File: config.mk
export PLATFORM = sky130hd
export DESIGN_NAME = uft_core
export DESIGN_NICKNAME = d
export VERILOG_FILES = /design/src/include/uft_pkg.sv /design/src/uft_core.sv /design/src/uft_fifo.sv
export VERILOG_INCLUDE_DIRS = /design/src /design/src/include
export SDC_FILE = /design/constraint.sdc
export NUM_CORES = 1
export LEC_CHECK = 0
export BUFFER_PORTS_ARGS = -buffer_cell sky130_fd_sc_hd__buf_2
export CORE_MARGIN = 1
export CORE_UTILIZATION = 35
export DETAILED_ROUTE_END_ITERATION = 8
export PLACE_DENSITY_LB_ADDON = 0.08
export SLEW_MARGIN = 20
export SYNTH_ARGS = -nofsm -noshare
export SYNTH_HDL_FRONTEND = slang
export SYNTH_SLANG_ARGS = --single-unit
File: constraint.sdc
create_clock -name clk -period 6.1 [get_ports clk]
set_clock_uncertainty 0.15 [all_clocks]
set_input_delay 1.83 -clock clk [delete_from_list [all_inputs] [get_ports clk]]
set_output_delay 1.83 -clock clk [all_outputs]
set_load 0.005 [all_outputs]
File: src/include/uft_cfg.svh
`ifndef UFT_CFG_SVH
`define UFT_CFG_SVH

// Register byte offsets, one aligned 32-bit word each
`define UFT_ADDR_W 6
`define UFT_OFF_HOLD 6'h00
`define UFT_OFF_IEN 6'h04
`define UFT_OFF_ISTAT 6'h08
`define UFT_OFF_LCTL 6'h0c
`define UFT_OFF_MCTL 6'h10
`define UFT_OFF_LSTAT 6'h14
`define UFT_OFF_EFEAT 6'h18
`define UFT_OFF_FRAC 6'h1c

// Field positions
`define UFT_FCTL_FIFO_EN 0
`define UFT_FCTL_RX_FLUSH 1
`define UFT_FCTL_TX_FLUSH 2
`define UFT_IEN_RX 0
`define UFT_IEN_TX 1
`define UFT_IEN_LINE 2
`define UFT_IEN_RTS 6
`define UFT_IEN_CTS 7
`define UFT_EFEAT_ENH 4
`define UFT_EFEAT_ARTS 6
`define UFT_EFEAT_ACTS 7
`define UFT_MCTL_RTS 1
`define UFT_LCTL_STOP2 2
`define UFT_LCTL_PAR_EN 3
`define UFT_LCTL_PAR_EVEN 4

// Reset values and interrupt status codes
`define UFT_RST_REG 8'h00
`define UFT_ISTAT_NONE 8'h01
`define UFT_ISTAT_LINE 8'h06
`define UFT_ISTAT_TMO 8'h0c
`define UFT_ISTAT_RX 8'h04
`define UFT_ISTAT_TX 8'h02
`define UFT_ISTAT_FLOW 8'h20

// Timing and depth
`define UFT_FIFO_DEPTH 5'h10
`define UFT_OS16 5'h10
`define UFT_OS8 5'h08
`define UFT_OS4 5'h04
`define UFT_TMO_CHARS 6'h04
`define UFT_TMO_EXTRA 6'h0c
`define UFT_MIN_WORD 6'h05

// Trigger table: selected level, hysteresis high and low marks
`define UFT_TRIG0 5'h01
`define UFT_TRIG1 5'h04
`define UFT_TRIG2 5'h08
`define UFT_TRIG3 5'h0e
`define UFT_RTS_LO0 5'h00

`endif

File: src/include/uft_pkg.sv
package uft_pkg;
    `include "uft_cfg.svh"

    typedef enum logic [2:0] {
        TX_IDLE = 3'b000,
        TX_START = 3'b001,
        TX_DATA = 3'b010,
        TX_PAR = 3'b011,
        TX_STOP = 3'b100
    } uft_tx_state_e;

    typedef enum logic [2:0] {
        RX_IDLE = 3'b000,
        RX_START = 3'b001,
        RX_DATA = 3'b010,
        RX_PAR = 3'b011,
        RX_STOP = 3'b100
    } uft_rx_state_e;

    typedef struct packed {
        logic read;
        logic write;
        logic [`UFT_ADDR_W-1:0] address;
        logic [31:0] writedata;
    } uft_bus_req_s;

    typedef struct packed {
        logic brk;
        logic frame;
        logic par;
        logic [7:0] data;
    } uft_rx_entry_s;
endpackage : uft_pkg

File: src/uft_core.sv
// Summary of operation
// - Each transmitted bit lasts 16, 8 or 4 oversampling clocks.
// - Frame: start, data LSB first, optional parity, one or two stops.
// - With FIFO enabled, holding writes push into a 16-entry FIFO; a write while it is full is dropped.
// - Without FIFO, holding-empty sets when the byte moves to the shifter.
// - Holding-empty raises transmit interrupt, status bit 1, if enable bit 1.
// - FIFO mode: holding-empty means FIFO empty; interrupt below trigger level.
// - Transmitter-empty sets only when shifter and FIFO are both empty.
// - Start edge: wait half a bit, accept start only if still low.
// - Every later bit is sampled at its centre by the same counter.
// - Receive FIFO holds 16 entries of data plus three error tags.
// - Reading receive data pops FIFO; status bits 2-4 show new head.
// - Enable bit 0 gives receive interrupt per character or at trigger.
// - Time-out interrupt after four word lengths plus twelve bit idle.
// - Auto request enabled by feature bit 6, started by modem bit 1.
// - Request rising raises flow interrupt, status bit 5, if enable bit 6.
// - Request goes high when fill reaches next trigger level above; at trigger setting 11 it is level 14 itself.
// - Request goes low when fill falls to trigger level below; at trigger setting 00 that mark is zero.
// - Receiver keeps storing characters until the FIFO is full.
// - Feature bit 7 lets clear-to-send pause and restart the transmitter.
// - Clear-to-send rising raises flow interrupt, status bit 5, if bit 7.
// - Transmitter pauses after the current stop bit, resumes when low.
// - Oversample field: 00 is 16X, 01 is 8X, 10 is 4X.
//
// Register access over Avalon-MM and the address map were decided locally.
`include "uft_cfg.svh"

module uft_core (
    // Clock and reset
    input wire logic clk,
    input wire logic rst,
    // Avalon-MM slave
    input wire uft_pkg::uft_bus_req_s bus_req,
    output logic [31:0] readdata,
    output logic waitrequest,
    // Serial line and flow control
    input wire logic rx_in,
    output logic tx_out,
    input wire logic cts_n,
    output logic rts_n,
    // Interrupt
    output logic irq
);
    import uft_pkg::*;

    function automatic logic [4:0] bit_len(input logic [1:0] sel);
        case (sel)
            2'b01: bit_len = `UFT_OS8;
            2'b10: bit_len = `UFT_OS4;
            default: bit_len = `UFT_OS16;
        endcase
    endfunction : bit_len

    function automatic logic [4:0] trig_lvl(input logic [1:0] sel);
        case (sel)
            2'b00: trig_lvl = `UFT_TRIG0;
            2'b01: trig_lvl = `UFT_TRIG1;
            2'b10: trig_lvl = `UFT_TRIG2;
            default: trig_lvl = `UFT_TRIG3;
        endcase
    endfunction : trig_lvl

    // Hysteresis marks are the neighbours in the trigger table
    function automatic logic [4:0] rts_hi(input logic [1:0] sel);
        rts_hi = (sel == 2'b11) ? `UFT_TRIG3 : trig_lvl(sel + 2'b01);
    endfunction : rts_hi

    function automatic logic [4:0] rts_lo(input logic [1:0] sel);
        rts_lo = (sel == 2'b00) ? `UFT_RTS_LO0 : trig_lvl(sel - 2'b01);
    endfunction : rts_lo

    function automatic logic par_bit(input logic [7:0] d, input logic [1:0] wl,
                                     input logic even);
        par_bit = (^(d & (8'hff >> (2'h3 - wl)))) ^ ~even;
    endfunction : par_bit

    logic [7:0] ien, fctl, lctl, mctl, efeat, frac, istat, istat_seen, rd_val;
    logic overrun, thr_ack, flow_int, tmo_flag, rts_prev, cts_prev, rx_prev;
    logic acc_wr, acc_rd, hold_wr, hold_rd, istat_rd, lstat_rd, fctl_wr;
    logic fifo_en, tx_flush, rx_flush, tx_push, tx_pop, tx_empty, tx_full;
    logic rx_push, rx_pop, rx_empty, rx_full, rx_full_eff, tx_full_eff;
    logic [7:0] tx_head;
    logic [4:0] tx_count, rx_count, bl, tx_cnt, rx_cnt;
    uft_rx_entry_s rx_head, rx_new;
    logic line_int, rx_int, tmo_int, thr_cond, thr_int, tx_tick, rx_tick;
    logic [2:0] tx_idx, rx_idx;
    logic [7:0] transmit_shift_reg, receive_shift_reg;
    logic tx_stop2, rx_par_err;
    logic [9:0] tmo_cnt, tmo_limit;
    uft_tx_state_e tx_state;
    uft_rx_state_e rx_state;

    // Bus handshake: one wait cycle, then the access takes effect
    assign acc_wr = bus_req.write & ~waitrequest;
    assign acc_rd = bus_req.read & ~waitrequest;
    assign hold_wr = acc_wr && (bus_req.address == `UFT_OFF_HOLD);
    assign hold_rd = acc_rd && (bus_req.address == `UFT_OFF_HOLD);
    assign istat_rd = acc_rd && (bus_req.address == `UFT_OFF_ISTAT);
    assign lstat_rd = acc_rd && (bus_req.address == `UFT_OFF_LSTAT);
    assign fctl_wr = acc_wr && (bus_req.address == `UFT_OFF_ISTAT);

    assign fifo_en = fctl[`UFT_FCTL_FIFO_EN];
    // Changing FIFO mode drops stale data in both directions
    assign tx_flush = fctl_wr && (bus_req.writedata[`UFT_FCTL_TX_FLUSH]
                      || bus_req.writedata[`UFT_FCTL_FIFO_EN] != fifo_en);
    assign rx_flush = fctl_wr && (bus_req.writedata[`UFT_FCTL_RX_FLUSH]
                      || bus_req.writedata[`UFT_FCTL_FIFO_EN] != fifo_en);
    assign bl = bit_len(frac[5:4]);

    // Without FIFO the holding stage is one deep
    assign tx_full_eff = fifo_en ? tx_full : ~tx_empty;
    assign rx_full_eff = fifo_en ? rx_full : ~rx_empty;
    assign tx_push = hold_wr & ~tx_full_eff;
    assign rx_pop = hold_rd & ~rx_empty;

    uft_fifo #(.W(8)) u_tx_fifo (
        .clk(clk),
        .rst(rst),
        .flush(tx_flush),
        .push(tx_push),
        .wdata(bus_req.writedata[7:0]),
        .pop(tx_pop),
        .rdata(tx_head),
        .count(tx_count),
        .empty(tx_empty),
        .full(tx_full)
    );

    uft_fifo #(.W(11)) u_rx_fifo (
        .clk(clk),
        .rst(rst),
        .flush(rx_flush),
        .push(rx_push & ~rx_full_eff),
        .wdata(rx_new),
        .pop(rx_pop),
        .rdata(rx_head),
        .count(rx_count),
        .empty(rx_empty),
        .full(rx_full)
    );

    // Interrupt sources and status code, highest priority first
    assign line_int = ien[`UFT_IEN_LINE]
        & (overrun | (~rx_empty & (rx_head.brk | rx_head.frame | rx_head.par)));
    assign rx_int = ien[`UFT_IEN_RX] & ~rx_empty
        & (~fifo_en | (rx_count >= trig_lvl(fctl[7:6])));
    assign tmo_int = ien[`UFT_IEN_RX] & tmo_flag;
    assign thr_cond = fifo_en ? (tx_count < trig_lvl(fctl[5:4])) : tx_empty;
    assign thr_int = ien[`UFT_IEN_TX] & thr_cond & ~thr_ack;

    always_comb begin
        if (line_int) begin
            istat = `UFT_ISTAT_LINE;
        end else if (tmo_int) begin
            istat = `UFT_ISTAT_TMO;
        end else if (rx_int) begin
            istat = `UFT_ISTAT_RX;
        end else if (thr_int) begin
            istat = `UFT_ISTAT_TX;
        end else if (flow_int) begin
            istat = `UFT_ISTAT_FLOW;
        end else begin
            istat = `UFT_ISTAT_NONE;
        end
        istat[7:6] = {fifo_en, fifo_en};
    end

    always_comb begin
        if (bus_req.address == `UFT_OFF_HOLD) begin
            rd_val = rx_empty ? 8'h00 : rx_head.data;
        end else if (bus_req.address == `UFT_OFF_IEN) begin
            rd_val = ien;
        end else if (bus_req.address == `UFT_OFF_ISTAT) begin
            rd_val = istat;
        end else if (bus_req.address == `UFT_OFF_LCTL) begin
            rd_val = lctl;
        end else if (bus_req.address == `UFT_OFF_MCTL) begin
            rd_val = mctl;
        end else if (bus_req.address == `UFT_OFF_LSTAT) begin
            rd_val = {1'b0, tx_empty & (tx_state == TX_IDLE), tx_empty,
                      ~rx_empty & rx_head.brk, ~rx_empty & rx_head.frame,
                      ~rx_empty & rx_head.par, overrun, ~rx_empty};
        end else if (bus_req.address == `UFT_OFF_EFEAT) begin
            rd_val = efeat;
        end else if (bus_req.address == `UFT_OFF_FRAC) begin
            rd_val = frac;
        end else begin
            rd_val = 8'h00;
        end
    end

    // Read data is captured in the wait cycle and stands while waitrequest is low
    always_ff @(posedge clk) begin
        if (rst) begin
            waitrequest <= 1'b1;
            readdata <= 32'h0;
            istat_seen <= `UFT_ISTAT_NONE;
        end else if ((bus_req.read || bus_req.write) && waitrequest) begin
            waitrequest <= 1'b0;
            readdata <= {24'h0, bus_req.read ? rd_val : 8'h00};
            istat_seen <= istat;
        end else begin
            waitrequest <= 1'b1;
        end
    end

    always_ff @(posedge clk) begin
        if (rst) begin
            ien <= `UFT_RST_REG;
            fctl <= `UFT_RST_REG;
            lctl <= `UFT_RST_REG;
            mctl <= `UFT_RST_REG;
            efeat <= `UFT_RST_REG;
            frac <= `UFT_RST_REG;
        end else if (acc_wr) begin
            if (bus_req.address == `UFT_OFF_IEN) begin
                // Flow interrupt enables only stick once enhanced mode is on
                ien <= {bus_req.writedata[7:6] & {2{efeat[`UFT_EFEAT_ENH]}},
                        3'h0, bus_req.writedata[2:0]};
            end else if (bus_req.address == `UFT_OFF_ISTAT) begin
                fctl <= {bus_req.writedata[7:4], 3'h0, bus_req.writedata[0]};
            end else if (bus_req.address == `UFT_OFF_LCTL) begin
                lctl <= bus_req.writedata[7:0];
            end else if (bus_req.address == `UFT_OFF_MCTL) begin
                mctl <= bus_req.writedata[7:0];
            end else if (bus_req.address == `UFT_OFF_EFEAT) begin
                efeat <= bus_req.writedata[7:0];
            end else if (bus_req.address == `UFT_OFF_FRAC) begin
                frac <= bus_req.writedata[7:0];
            end
        end
    end

    // Sticky flags: a set in the same cycle as its clear wins
    always_ff @(posedge clk) begin
        if (rst) begin
            overrun <= 1'b0;
            thr_ack <= 1'b0;
            flow_int <= 1'b0;
        end else begin
            if (rx_push && rx_full_eff) begin
                overrun <= 1'b1;
            end else if (lstat_rd) begin
                overrun <= 1'b0;
            end
            if (istat_rd && istat_seen[5:0] == 6'(`UFT_ISTAT_TX)) begin
                thr_ack <= 1'b1;
            end else if (hold_wr || !thr_cond) begin
                thr_ack <= 1'b0;
            end
            if ((rts_n && !rts_prev && ien[`UFT_IEN_RTS])
                || (cts_n && !cts_prev && ien[`UFT_IEN_CTS])) begin
                flow_int <= 1'b1;
            end else if (istat_rd && istat_seen[5]) begin
                flow_int <= 1'b0;
            end
        end
    end

    // Idle limit in oversample clocks: four words plus twelve bits
    // Widen before the product: six bits would wrap at 16X
    assign tmo_limit = 10'(bl) * ((10'(`UFT_MIN_WORD) + 10'(lctl[1:0])) * 10'(`UFT_TMO_CHARS)
                                  + 10'(`UFT_TMO_EXTRA));

    always_ff @(posedge clk) begin
        if (rst) begin
            tmo_cnt <= 10'h000;
            tmo_flag <= 1'b0;
        end else if (rx_empty || rx_push || rx_pop) begin
            tmo_cnt <= 10'h000;
            tmo_flag <= 1'b0;
        end else if (tmo_cnt == tmo_limit - 10'h001) begin
            tmo_flag <= 1'b1;
        end else begin
            tmo_cnt <= tmo_cnt + 10'h001;
        end
    end

    // Transmitter; a new frame only starts from idle, so a pause lands after a stop bit
    assign tx_tick = (tx_cnt == bl - 5'h01);
    assign tx_pop = (tx_state == TX_IDLE) & ~tx_empty
                    & ~(efeat[`UFT_EFEAT_ACTS] & cts_n);

    always_ff @(posedge clk) begin
        if (rst) begin
            tx_state <= TX_IDLE;
            tx_out <= 1'b1;
            tx_cnt <= 5'h00;
            tx_idx <= 3'h0;
            transmit_shift_reg <= 8'h00;
            tx_stop2 <= 1'b0;
        end else begin
            tx_cnt <= (tx_state == TX_IDLE || tx_tick) ? 5'h00 : tx_cnt + 5'h01;
            case (tx_state)
                TX_IDLE: begin
                    if (tx_pop) begin
                        transmit_shift_reg <= tx_head;
                        tx_out <= 1'b0;
                        tx_stop2 <= 1'b0;
                        tx_state <= TX_START;
                    end
                end
                TX_START: begin
                    if (tx_tick) begin
                        tx_idx <= 3'h0;
                        tx_out <= transmit_shift_reg[0];
                        tx_state <= TX_DATA;
                    end
                end
                TX_DATA: begin
                    if (tx_tick && tx_idx == 3'(4 + lctl[1:0])) begin
                        if (lctl[`UFT_LCTL_PAR_EN]) begin
                            tx_out <= par_bit(transmit_shift_reg, lctl[1:0], lctl[`UFT_LCTL_PAR_EVEN]);
                            tx_state <= TX_PAR;
                        end else begin
                            tx_out <= 1'b1;
                            tx_state <= TX_STOP;
                        end
                    end else if (tx_tick) begin
                        tx_idx <= tx_idx + 3'h1;
                        tx_out <= transmit_shift_reg[tx_idx + 3'h1];
                    end
                end
                TX_PAR: begin
                    if (tx_tick) begin
                        tx_out <= 1'b1;
                        tx_state <= TX_STOP;
                    end
                end
                default: begin
                    if (tx_tick && lctl[`UFT_LCTL_STOP2] && !tx_stop2) begin
                        tx_stop2 <= 1'b1;
                    end else if (tx_tick) begin
                        tx_state <= TX_IDLE;
                    end
                end
            endcase
        end
    end

    // Receiver; every sample is taken mid-bit
    assign rx_tick = (rx_cnt == bl - 5'h01);
    assign rx_push = (rx_state == RX_STOP) & rx_tick;
    assign rx_new = '{brk: ~rx_in & (receive_shift_reg == 8'h00), frame: ~rx_in,
                      par: rx_par_err & lctl[`UFT_LCTL_PAR_EN], data: receive_shift_reg};

    always_ff @(posedge clk) begin
        if (rst) begin
            rx_state <= RX_IDLE;
            rx_prev <= 1'b1;
            rx_cnt <= 5'h00;
            rx_idx <= 3'h0;
            receive_shift_reg <= 8'h00;
            rx_par_err <= 1'b0;
        end else begin
            rx_prev <= rx_in;
            rx_cnt <= (rx_state == RX_IDLE || rx_tick) ? 5'h00 : rx_cnt + 5'h01;
            case (rx_state)
                RX_IDLE: begin
                    if (rx_prev && !rx_in) begin
                        rx_state <= RX_START;
                    end
                end
                RX_START: begin
                    if (rx_cnt == (bl >> 1) - 5'h01) begin
                        rx_cnt <= 5'h00;
                        rx_idx <= 3'h0;
                        receive_shift_reg <= 8'h00;
                        rx_par_err <= 1'b0;
                        rx_state <= rx_in ? RX_IDLE : RX_DATA;
                    end
                end
                RX_DATA: begin
                    if (rx_tick) begin
                        receive_shift_reg[rx_idx] <= rx_in;
                        rx_idx <= rx_idx + 3'h1;
                        if (rx_idx == 3'(4 + lctl[1:0])) begin
                            rx_state <= lctl[`UFT_LCTL_PAR_EN] ? RX_PAR : RX_STOP;
                        end
                    end
                end
                RX_PAR: begin
                    if (rx_tick) begin
                        rx_par_err <= rx_in
                            != par_bit(receive_shift_reg, lctl[1:0], lctl[`UFT_LCTL_PAR_EVEN]);
                        rx_state <= RX_STOP;
                    end
                end
                default: begin
                    if (rx_tick) begin
                        rx_state <= RX_IDLE;
                    end
                end
            endcase
        end
    end

    // Request-to-send with hysteresis between the two neighbouring levels
    always_ff @(posedge clk) begin
        if (rst) begin
            rts_n <= 1'b1;
            rts_prev <= 1'b1;
            cts_prev <= 1'b1;
            irq <= 1'b0;
        end else begin
            rts_prev <= rts_n;
            cts_prev <= cts_n;
            irq <= (istat[5:0] != 6'(`UFT_ISTAT_NONE));
            if (!efeat[`UFT_EFEAT_ARTS] || !mctl[`UFT_MCTL_RTS]) begin
                rts_n <= ~mctl[`UFT_MCTL_RTS];
            end else if (rx_count >= rts_hi(fctl[7:6])) begin
                rts_n <= 1'b1;
            end else if (rx_count <= rts_lo(fctl[7:6])) begin
                rts_n <= 1'b0;
            end
        end
    end
endmodule : uft_core

File: src/uft_fifo.sv
`include "uft_cfg.svh"

module uft_fifo #(
    parameter int W = 8
) (
    // Clock and reset
    input wire logic clk,
    input wire logic rst,
    input wire logic flush,
    // Write side
    input wire logic push,
    input wire logic [W-1:0] wdata,
    // Read side
    input wire logic pop,
    output logic [W-1:0] rdata,
    // Fill state
    output logic [4:0] count,
    output logic empty,
    output logic full
);
    logic [W-1:0] mem [0:15];
    logic [3:0] wptr;
    logic [3:0] rptr;
    logic do_push;
    logic do_pop;

    assign do_push = push & ~full;
    assign do_pop = pop & ~empty;
    assign empty = (count == 5'h00);
    assign full = (count == `UFT_FIFO_DEPTH);
    assign rdata = mem[rptr];

    always_ff @(posedge clk) begin
        if (do_push) begin
            mem[wptr] <= wdata;
        end
    end

    // Pointers wrap naturally at sixteen entries
    always_ff @(posedge clk) begin
        if (rst || flush) begin
            wptr <= 4'h0;
            rptr <= 4'h0;
            count <= 5'h00;
        end else begin
            if (do_push) begin
                wptr <= wptr + 4'h1;
            end
            if (do_pop) begin
                rptr <= rptr + 4'h1;
            end
            if (do_push && !do_pop) begin
                count <= count + 5'h01;
            end else if (do_pop && !do_push) begin
                count <= count - 5'h01;
            end
        end
    end
endmodule : uft_fifo

==> metrics.yaml, run 1 <==
pwr:
  comb_power_share_pct: 11.6
  clkPwrFrac_pct: 43.3
  seqPwrFrac_pct: 45.0
  p_switching_uw: 1850
  switching_share_pct: 24.8
  p_int_uw: 5610
  p_leak_uw: 0.00777
  pwr_density_cell_nw_per_um2: 327
  p_total_uw: 7460
  ir_drop_mv: 0.210
drt:
  wl_per_cell_microns: 21.6
  postRouteAntennaNets: 0
  num_vias: 12065
  drt_iter0_drc: 991
  wirelength_microns: 50900
  drcViolationCount: 0
  drtPass1Iterations: 5
  via_per_inst: 5.13
worst_setup_path:
  reg2reg_depth: 17
  cp_num_cells: 17
  end_kind: "flop"
  crit_type: "flop to flop"
  worstPathRequired_ns: 6.42
  cpMostUsedCell: "ha_1"
  critPathSlowestCell: "dfxtp_1"
  startpoint_type: "flop"
  path_buf_inv: 3
  cp_slowest_stage_delay_ns: 0.66
  cp_max_fo: 11
  cp.arrival_ns: 5.44
  critical_path.cell_chain: "inv_1 -> ha_1 -> xor2_1 -> nand2_1 -> ha_1 -> fa_1 -> inv_1 -> ha_1 -> ha_1 -> inv_1 -> fa_1 -> xor2_1 -> nand2_1 -> or4_1 -> nor2_1 -> or4_1 -> a21oi_1"
  critPathTopFamily: "adder cells"
synth:
  synthArstFlopShare_pct: 0
  ys_seq_area_share_pct: 60.1
  synthCells: 1513
  ys_types: 74
  ys_seq_elements: 450
  synth_edf_count: 304
  netlist_area_sq_um: 20100
  ys.flop_type: "edfxtp_1"
  avgSynthCellArea_sq_um: 13.3
  yosys_warnings: 0
clock_tree:
  clkTransAtPathRegs_ns: 0.06
  cts_setup_buffers: 0
  cts_tree: "done"
  numCtsBuffers: 52
  postCtsHoldBufs: 0
  cts.repair.resized: 0
  root_buffer: "clkbuf_16"
  cts.path.max_buffers: 3
  clock_latency_ns: 0.60
  cts_sinks: 450
  cts_max_level: 2
sta:
  max_slew_margin_pct: 30.3
  grt_setup_unrepaired: "false"
  worstMarginPinSlew_ns: 1.04
  setup_ws_ns: 0.978
  slew_violations: 0
  period_needed_ns: 5.12
  fin_tns_setup_ns: 0
  hold_viol: 0
  setup_viol: 0
  finalCritPeriodShare_pct: 84.0
  fmax_mhz: 195
global_routing:
  gr-total-overflow: 0
  grt_pass1_vias: 11913
  grt_pass1_wl_microns: 77400
  grt_max_degree: 47
  track_usage_pct: 18.0
  antenna_found_initial: 3
floorplanning:
  dieArea_sq_um: 58300
  rows: 87
  initial_utilization_pct: 35.5
  die_w_microns: 241
  ios: 80
  fp.dieH_microns: 241
  core-area_sq_um: 56500
placement:
  hpwlAfterDp_microns: 33700
  place_congestion: 0.756
  pre_cts_ws_ns: 0.964
  port_buffers: 31
  dpl.cell_count: 2255
cells_and_area:
  layout-drive-gt1-share_pct: 16.7
  diodes: 0
  num-fill-cells: 5317
  largest_reg_flops: 176
  finalNonFillerCells: 2353
  largest_registers: "u_rx_fifo.mem (176), u_tx_fifo.mem (128), tmo_cnt (10)"
  regMostFlops: "u_rx_fifo.mem"
  area_growth_pct: 13.9
  postLayoutCoreUtil_pct: 40.4
  nets: 1660
job:
  cap_violations: 0
min_path:
  min_path_cells: 1
  min_path_type: "flop to flop"
status:
  status: "completed"
final timing paths:
check | end | startpoint | slack (ns)
worst min-delay path | tx_cnt[0]$_SDFF_PP0_ | tx_cnt[0]$_SDFF_PP0_ | 0.29
worst max-delay path | tmo_cnt[8]$_SDFFE_PP0P_ | lctl[0]$_SDFFE_PP0P_ | 0.98
worst min register to register | tx_cnt[0]$_SDFF_PP0_ | tx_cnt[0]$_SDFF_PP0_ | 0.29
worst max register to register | tmo_cnt[8]$_SDFFE_PP0P_ | lctl[0]$_SDFFE_PP0P_ | 0.98
layout by cell type (no fill, tap or decap), drive strengths merged, types with 5 or more instances in the layout:
master,synthesis,layout
edfxtp,304,304
nor2,159,159
dfxtp,146,146
nand2,119,119
mux4,88,88
clkbuf,57,68
a21oi,65,65
buf,46,65
mux2i,58,58
ha,58,58
inv,45,47
o21ai,40,40
xnor2,33,33
nand3,33,33
xor2,32,32
conb,2,26
nor3,22,22
clkinv,2,17
nor2b,15,15
nand2b,15,15
nand4,13,13
or3,10,10
a22oi,10,10
or4,9,9
o211ai,9,9
and2,8,8
a31oi,8,8
nor4,8,8
a21o,7,7
nand3b,7,7
bufinv,0,7
mux2,7,7
clkinvlp,0,6
nor3b,6,6
or2,6,6
o2111ai,5,5
fa,5,5
layer usage:
metal	global-route usage [%]	up-vias	wire (microns)
met4	3.87	0	821
met2	26.5	249	22100
li1	-	5661	-
met5	0	-	0
met1	27.6	6086	25500
met3	2.95	69	2430
metrics by stage:
step                      hold slack, ns  cell area, sq um
after floorplan                    0.268             20100
after global placement             0.280             21100
after detailed placement           0.285             21100
after CTS                          0.297             22800
after global routing               0.308             22800
final                              0.291             22800
cells in the mapped netlist, types with 3 or more instances:
cell type / number / area share [%]
buf_1: 14 / 0.26
a32o_1: 3 / 0.15
mux2i_1: 58 / 2.9
dfxtp_1: 146 / 15
ha_1: 58 / 3.6
o21a_1: 3 / 0.11
nand4_1: 13 / 0.41
nand2_1: 119 / 2.2
xnor2_1: 33 / 1.4
nor2b_1: 15 / 0.47
o21ai_0: 19 / 0.47
o211ai_1: 8 / 0.30
nand3_1: 33 / 0.82
clkbuf_1: 57 / 1.1
nand3b_1: 7 / 0.26
inv_1: 44 / 0.82
o21ai_1: 21 / 0.52
nor3_1: 22 / 0.55
or3_1: 10 / 0.31
edfxtp_1: 304 / 46
buf_4: 24 / 0.90
or2_1: 3 / 0.094
o22ai_1: 4 / 0.12
mux2_2: 6 / 0.34
a22oi_1: 10 / 0.37
a21o_1: 7 / 0.26
a311oi_1: 3 / 0.13
nand2b_1: 15 / 0.47
or4_1: 8 / 0.30
nor4_1: 8 / 0.25
a31oi_1: 8 / 0.25
nor3b_1: 5 / 0.19
o31ai_1: 3 / 0.11
and3_1: 3 / 0.094
xor2_1: 32 / 1.4
nor2_1: 159 / 3.0
a22o_1: 4 / 0.17
mux4_2: 88 / 9.9
a32oi_1: 4 / 0.17
a21oi_1: 65 / 1.6
buf_2: 7 / 0.17
o2111ai_1: 5 / 0.22
and2_1: 8 / 0.25
fa_1: 5 / 0.50
power by group through the flow:
| stage | registers [uW] | clock network [uW] | logic [uW] |
|---|---|---|---|
| 4_1_cts | 3360 | 3310 | 882 |
| 5_1_grt | 3370 | 3430 | 956 |
| 6_report | 3360 | 3230 | 869 |
| 3_5_place_dp | 3420 | 0 | 880 |
| 2_1_floorplan | 3390 | 0 | 646 |
| 3_3_place_gp | 3420 | 0 | 877 |
cell type report:
class	count	area, sq um	share of cell area (%)
Tap cell	756	946	4.14
Inverter	47	176	0.772
Multi-Input combinational cell	937	7470	32.7
Timing Repair Buffer	65	410	1.80
Clock inverter	30	368	1.61
Clock buffer	68	1410	6.17
Sequential cell	450	12100	52.8
logic make-up (layout without fill, tap and decap cells):
kind of cell	after synthesis	count (layout)	synth area share [%]
multiplexers	153	153	13.2
XOR/XNOR	67	67	3.06
AO/OA/AOI/OAI	188	188	5.98
buffers and inverters	150	210	3.34
adder cells (fa/ha/maj)	63	63	4.12
flip-flops	450	450	60.1
AND/OR/NAND/NOR	440	440	10.2
other	2	26	0.0375
No activity file was read; power rests on OpenSTA's default activity.
==> run 2, diff against run 1 <==
clock period = 4.6 ns   (was 6.1 ns; I/O delays follow)
==> metrics.yaml, run 2 (synthesis gave the netlist of run 1 again) <==
global_routing:
  gr-total-overflow: 0  # unchanged
  grt_pass1_vias: 12324  # was 11913
  track_usage_pct: 18.1  # was 18.0%
  use_met1_pct: 26.6  # was 27.6%
  grt_pass1_wl_microns: 78400  # was 77400 microns
  antenna_found_initial: 3  # unchanged
  grt_max_degree: 40  # was 47
  busiest_layer: "met2"  # was met1
  use_met2_pct: 28.0  # was 26.5%
  gr-usage-met3_pct: 3.05  # was 2.95%
worst_setup_path:
  cp.arrival_ns: 4.63  # was 5.44 ns
  end_kind: "flop"  # unchanged
  critPathTopFamily: "adder cells"  # unchanged
  cp_slowest_stage_delay_ns: 0.55  # was 0.66 ns
  cpMostUsedCell: "ha_1"  # unchanged
  critPathSlowestCell: "or4_4"  # was dfxtp_1
  startpoint_type: "flop"  # unchanged
  worstPathRequired_ns: 4.92  # was 6.42 ns
  path_buf_inv: 3  # unchanged
  cp_max_fo: 5  # was 11
  critical_path.cell_chain: "inv_1 -> ha_1 -> xor2_2 -> nand2_1 -> ha_1 -> fa_1 -> inv_1 -> ha_1 -> ha_1 -> inv_1 -> fa_1 -> xor2_1 -> nand2_1 -> or4_4 -> or2_1 -> mux2i_1 -> nor2_1"  # was inv_1 -> ha_1 -> xor2_1 -> nand2_1 -> ha_1 -> fa_1 -> inv_1 -> ha_1 -> ha_1 -> inv_1 -> fa_1 -> xor2_1 -> nand2_1 -> or4_1 -> nor2_1 -> or4_1 -> a21oi_1
  crit_type: "flop to flop"  # unchanged
sta:
  worstMarginPinSlew_ns: 1.08  # was 1.04 ns
  slew_violations: 0  # unchanged
  setup_viol: 0  # unchanged
  period_needed_ns: 4.31  # was 5.12 ns
  fmax_mhz: 232  # was 195 MHz
  max_slew_margin_pct: 27.3  # was 30.3%
  hold_viol: 0  # unchanged
  fin_tns_setup_ns: 0  # unchanged
  finalCritPeriodShare_pct: 93.7  # was 84.0%
  grt_setup_unrepaired: "false"  # unchanged
status:
  status: "completed"  # unchanged
clock_tree:
  cts_max_level: 2  # unchanged
  numCtsBuffers: 51  # was 52
  clkTransAtPathRegs_ns: 0.06  # about the same
  cts_sinks: 450  # unchanged
  cts.path.max_buffers: 3  # unchanged
  cts_tree: "done"  # unchanged
  clock_latency_ns: 0.59  # was 0.60 ns
  root_buffer: "clkbuf_16"  # unchanged
floorplanning:
  rows: 87  # unchanged
  ios: 80  # unchanged
  dieArea_sq_um: 58300  # unchanged
  core-area_sq_um: 56500  # unchanged
  die_w_microns: 241  # unchanged
  initial_utilization_pct: 35.5  # unchanged
  fp.dieH_microns: 241  # unchanged
pwr:
  comb_power_share_pct: 11.9  # was 11.6%
  pwr_density_cell_nw_per_um2: 416  # was 327 nW/um^2
  p_leak_uw: 0.00796  # was 0.00777 uW
  switching_share_pct: 24.7  # was 24.8%
  clkPwrFrac_pct: 41.4  # was 43.3%
  p_switching_uw: 2370  # was 1850 uW
  seqPwrFrac_pct: 46.6  # was 45.0%
  ir_drop_mv: 0.290  # was 0.210 mV
  p_int_uw: 7230  # was 5610 uW
job:
  cap_violations: 0  # unchanged
drt:
  wirelength_microns: 51300  # was 50900 microns
  wl_per_cell_microns: 21.4  # was 21.6 microns
  drt_iter0_drc: 806  # was 991
  via_per_inst: 5.10  # was 5.13
  drtPass1Iterations: 6  # was 5
  postRouteAntennaNets: 0  # unchanged
  drcViolationCount: 0  # unchanged
  num_vias: 12241  # was 12065
cells_and_area:
  final_cell_mix: "304 x edfxtp_1, 158 x nor2_1, 143 x dfxtp_1, 119 x nand2_1, 88 x mux4_2"  # was 304 x edfxtp_1, 152 x nor2_1, 143 x dfxtp_1, 119 x nand2_1, 88 x mux4_2
  postLayoutCoreUtil_pct: 40.8  # was 40.4%
  finalNonFillerCells: 2400  # was 2353
  regMostFlops: "u_rx_fifo.mem"  # unchanged
  largest_registers: "u_rx_fifo.mem (176), u_tx_fifo.mem (128), tmo_cnt (10)"  # unchanged
  largest_reg_flops: 176  # unchanged
  mostFrequentLayoutCell: "edfxtp_1"  # unchanged
  nets: 1709  # was 1660
  layout-drive-gt1-share_pct: 18.3  # was 16.7%
  area_growth_pct: 15.0  # was 13.9%
placement:
  hpwlAfterDp_microns: 35100  # was 33700 microns
  place_congestion: 0.781  # was 0.756
  dpl.cell_count: 2305  # was 2255
  port_buffers: 31  # unchanged
min_path:
  min_path_type: "flop to flop"  # unchanged
## run 2: what timing repair did
item | CTS | global route
hold buffers | 0 | 0
buffers inserted | 0 | 0
setup endpoints to repair | 0 | 11
hold endpoints to repair | 0 | 0
gates resized for setup | 0 | 3
## run 2: layer usage
layer  wire (microns)  share of wire, %
met1            25000                49
met2            23100                45
met3             2250               4.4
met4              889               1.7
met5               13             0.025
## run 2: path summary, 6_finish.rpt
| check | from | endpoint | slack (ns) | cells after the start |
|---|---|---|---|---|
| setup reg to reg | lctl[1]$_SDFFE_PP0P_ | tmo_cnt[1]$_SDFFE_PP0P_ | 0.29 | 17 |
| hold reg to reg | rx_cnt[0]$_SDFF_PP0_ | rx_cnt[0]$_SDFF_PP0_ | 0.30 | 1 |
| hold / removal | rx_cnt[0]$_SDFF_PP0_ | rx_cnt[0]$_SDFF_PP0_ | 0.30 | 1 |
| setup / recovery | lctl[1]$_SDFFE_PP0P_ | tmo_cnt[1]$_SDFFE_PP0P_ | 0.29 | 17 |
## run 2: power by group through the flow
stage | Sequential, uW | Combinational, uW | Clock (uW)
floorplan | 4500 | 856 | 0
global placement | 4570 | 1160 | 0
detailed placement | 4570 | 1170 | 0
CTS | 4480 | 1170 | 4100
global route | 4490 | 1260 | 4260
finish | 4480 | 1150 | 3980
## run 2: layout make-up
type                       instances  area [sq um]
tap                              756           946
sequential                       450         12100
fill                            5317         33400
timing repair buffer             115           786
multi-input combinational        937          7470
clock inverter                    30           300
inverter                          47           176
clock buffer                      62          1330
antenna                            3          7.51
## run 2: stage by stage
step | power (uW) | cell area [sq um] | worst slack [ns] | hold WS [ns]
3_3_place_gp | 5720 | 21400 | 0.215 | 0.280
6_report | 9610 | 23100 | 0.288 | 0.302
4_1_cts | 9750 | 23000 | 0.174 | 0.302
2_1_floorplan | 5360 | 20100 | 0.0483 | 0.268
3_5_place_dp | 5730 | 21400 | 0.189 | 0.294
5_1_grt | 10000 | 23100 | 0.000445 | 0.308
==> run 3, diff against run 2 <==
CELL_PAD_IN_SITES_DETAIL_PLACEMENT = 2   (was unset)
CELL_PAD_IN_SITES_GLOBAL_PLACEMENT = 2   (was unset)
==> metrics.yaml, run 3 (synthesis gave the netlist of run 1 again) <==
clock_tree:
  cts.path.max_buffers: 3  # unchanged
  numCtsBuffers: 51  # unchanged
  root_buffer: "clkbuf_16"  # unchanged
  clkTransAtPathRegs_ns: 0.06  # about the same
  cts_sinks: 450  # unchanged
  cts_max_level: 2  # unchanged
  cts_tree: "done"  # unchanged
  clock_latency_ns: 0.60  # was 0.59 ns
  cts_setup_buffers: 0  # unchanged
drt:
  drcViolationCount: 0  # unchanged
  dr_wl_met3_microns: 2410  # was 2250 microns
  postRouteAntennaNets: 0  # unchanged
  wl_met2_microns: 27800  # was 23100 microns
  wl_per_cell_microns: 24.5  # was 21.4 microns
  wirelength_microns: 58800  # was 51300 microns
  drtPass1Iterations: 5  # was 6
  via_per_inst: 5.27  # was 5.10
  num_vias: 12626  # was 12241
  wl_met1_microns: 27000  # was 25000 microns
  drt_iter0_drc: 749  # was 806
  dr.max_layer_used: "met4"  # was met5
sta:
  setup_ws_ns: 0.259  # was 0.288 ns
  setup_viol: 0  # unchanged
  finalCritPeriodShare_pct: 94.4  # was 93.7%
  max_slew_margin_pct: 41.7  # was 27.3%
  period_needed_ns: 4.34  # was 4.31 ns
  hold-worst-slack_ns: 0.311  # was 0.302 ns
  worstMarginPinSlew_ns: 0.868  # was 1.08 ns
  fin_tns_setup_ns: 0  # unchanged
  hold_viol: 0  # unchanged
  grt_setup_unrepaired: "false"  # unchanged
  fmax_mhz: 230  # was 232 MHz
  slew_violations: 0  # unchanged
worst_setup_path:
  startpoint_type: "flop"  # unchanged
  r2r-end: "tmo_cnt[1]$_SDFFE_PP0P_"  # unchanged
  end_kind: "flop"  # unchanged
  crit_type: "flop to flop"  # unchanged
  reg2reg_depth: 17  # unchanged
  worstPathRequired_ns: 4.93  # was 4.92 ns
  cp_max_fo: 5  # unchanged
  reg2reg_from: "lctl[1]$_SDFFE_PP0P_"  # unchanged
  cp.arrival_ns: 4.67  # was 4.63 ns
  r2r_slack_ns: 0.26  # was 0.29 ns
pwr:
  pwr_density_cell_nw_per_um2: 427  # was 416 nW/um^2
  ir_drop_mv: 0.276  # was 0.290 mV
  p_leak_uw: 0.00801  # was 0.00796 uW
cells_and_area:
  mostFrequentLayoutCell: "edfxtp_1"  # unchanged
  finalNonFillerCells: 2398  # was 2400
  diodes: 0  # was 3
  seqCellArea_sq_um: 12100  # unchanged
  area_growth_pct: 15.5  # was 15.0%
  num-fill-cells: 5650  # was 5317
  final_cell_mix: "304 x edfxtp_1, 158 x nor2_1, 143 x dfxtp_1, 119 x nand2_1, 88 x mux4_2"  # unchanged
  layout-drive-gt1-share_pct: 19.0  # was 18.3%
  largest_reg_flops: 176  # unchanged
  largest_registers: "u_rx_fifo.mem (176), u_tx_fifo.mem (128), tmo_cnt (10)"  # unchanged
  nets: 1708  # was 1709
  multiInputGateArea_sq_um: 7480  # was 7470 sq um
  regMostFlops: "u_rx_fifo.mem"  # unchanged
floorplanning:
  core-area_sq_um: 56500  # unchanged
  initial_utilization_pct: 35.5  # unchanged
  dieArea_sq_um: 58300  # unchanged
  die_w_microns: 241  # unchanged
  fp.dieH_microns: 241  # unchanged
  rows: 87  # unchanged
  ios: 80  # unchanged
job:
  cap_violations: 0  # unchanged
placement:
  hpwlAfterDp_microns: 40500  # was 35100 microns
  place_congestion: 0.725  # was 0.781
  pre_cts_ws_ns: 0.130  # was 0.189 ns
  port_buffers: 31  # unchanged
  dpl.cell_count: 2304  # was 2305
global_routing:
  grt_max_degree: 45  # was 40
  gr-total-overflow: 0  # unchanged
  grt_pass1_vias: 13744  # was 12324
  track_usage_pct: 20.7  # was 18.1%
  antenna_found_initial: 2  # was 3
  grt_pass1_wl_microns: 88500  # was 78400 microns
min_path:
  min_path_type: "flop to flop"  # unchanged
  hold-path-endpoint: "tx_cnt[0]$_SDFF_PP0_"  # was rx_cnt[0]$_SDFF_PP0_
  min_path_cells: 1  # unchanged
  min_from: "tx_cnt[0]$_SDFF_PP0_"  # was rx_cnt[0]$_SDFF_PP0_
status:
  status: "completed"  # unchanged
run 3: cell types whose count changed in the layout (fill, tap and decap cells not counted), moves of 2 or more:
cell	previous run	this run
bufinv_16	5	8
clkbuf_1	10	7
clkinv_1	13	9
diode_2	3	0
buf_4	84	82
clkinvlp_4	2	4
clkinv_2	7	14
clkinv_4	3	0
nor4_2	0	2
run 3: metrics by stage:
stage	area, sq um	util [%]	power (uW)
CTS	23100	41.0	10100
detailed placement	21400	37.9	5790
global route	23200	41.0	10300
finish	23200	41.0	9900
floorplan	20100	-	5360
global placement	21400	37.9	5760
run 3: critical path, stage by stage (launching register included):
cell     delay [ns]
dfxtp_1        0.32
inv_1          0.08
ha_1           0.33
xor2_2         0.19
nand2_1        0.09
ha_1           0.30
fa_1           0.50
inv_1          0.04
ha_1           0.28
ha_1           0.22
inv_1          0.07
fa_1           0.42
xor2_1         0.14
nand2_1        0.07
or4_4          0.55
or2_1          0.27
mux2i_1        0.16
nor2_1         0.05
run 3: worst max path at each step:
stage	depth (start not counted)	to	slack, ns	startpoint
2_1_floorplan	14	u_rx_fifo.count[4]$_SDFFE_PP0P_	0.05	bus_req[36]
3_3_place_gp	18	tmo_cnt[8]$_SDFFE_PP0P_	0.17	lctl[1]$_SDFFE_PP0P_
3_5_place_dp	17	tmo_cnt[1]$_SDFFE_PP0P_	0.13	lctl[1]$_SDFFE_PP0P_
4_1_cts	17	tmo_cnt[1]$_SDFFE_PP0P_	0.11	lctl[1]$_SDFFE_PP0P_
5_1_grt	17	tmo_cnt[0]$_SDFFE_PP0P_	0.07	lctl[1]$_SDFFE_PP0P_
6_report	17	tmo_cnt[1]$_SDFFE_PP0P_	0.26	lctl[1]$_SDFFE_PP0P_
run 3: timing repair:
item,CTS,global route
endpoints found under the setup margin,0,10
gates resized for setup,0,5
hold buffers,0,0
run 3: area by class of cell:
type / instances / area share, %
Timing Repair Buffer: 114 / 3.41
Clock buffer: 59 / 5.73
Tap cell: 756 / 4.08
Sequential cell: 450 / 52.0
Inverter: 47 / 0.762
Multi-Input combinational cell: 937 / 32.3
Clock inverter: 35 / 1.69
run 3: metal layers:
metal  GRT usage [%]  vias to the layer above
met5               0                        -
met4            6.12                        0
met3            3.27                       73
met2            33.7                      227
met1            28.5                     6587
li1                -                     5739
run 3: report_power, final:
part           internal, uW  switching [uW]  total (uW)
logic                   543             658        1200
registers              4370             112        4480
clock network          2520            1710        4220
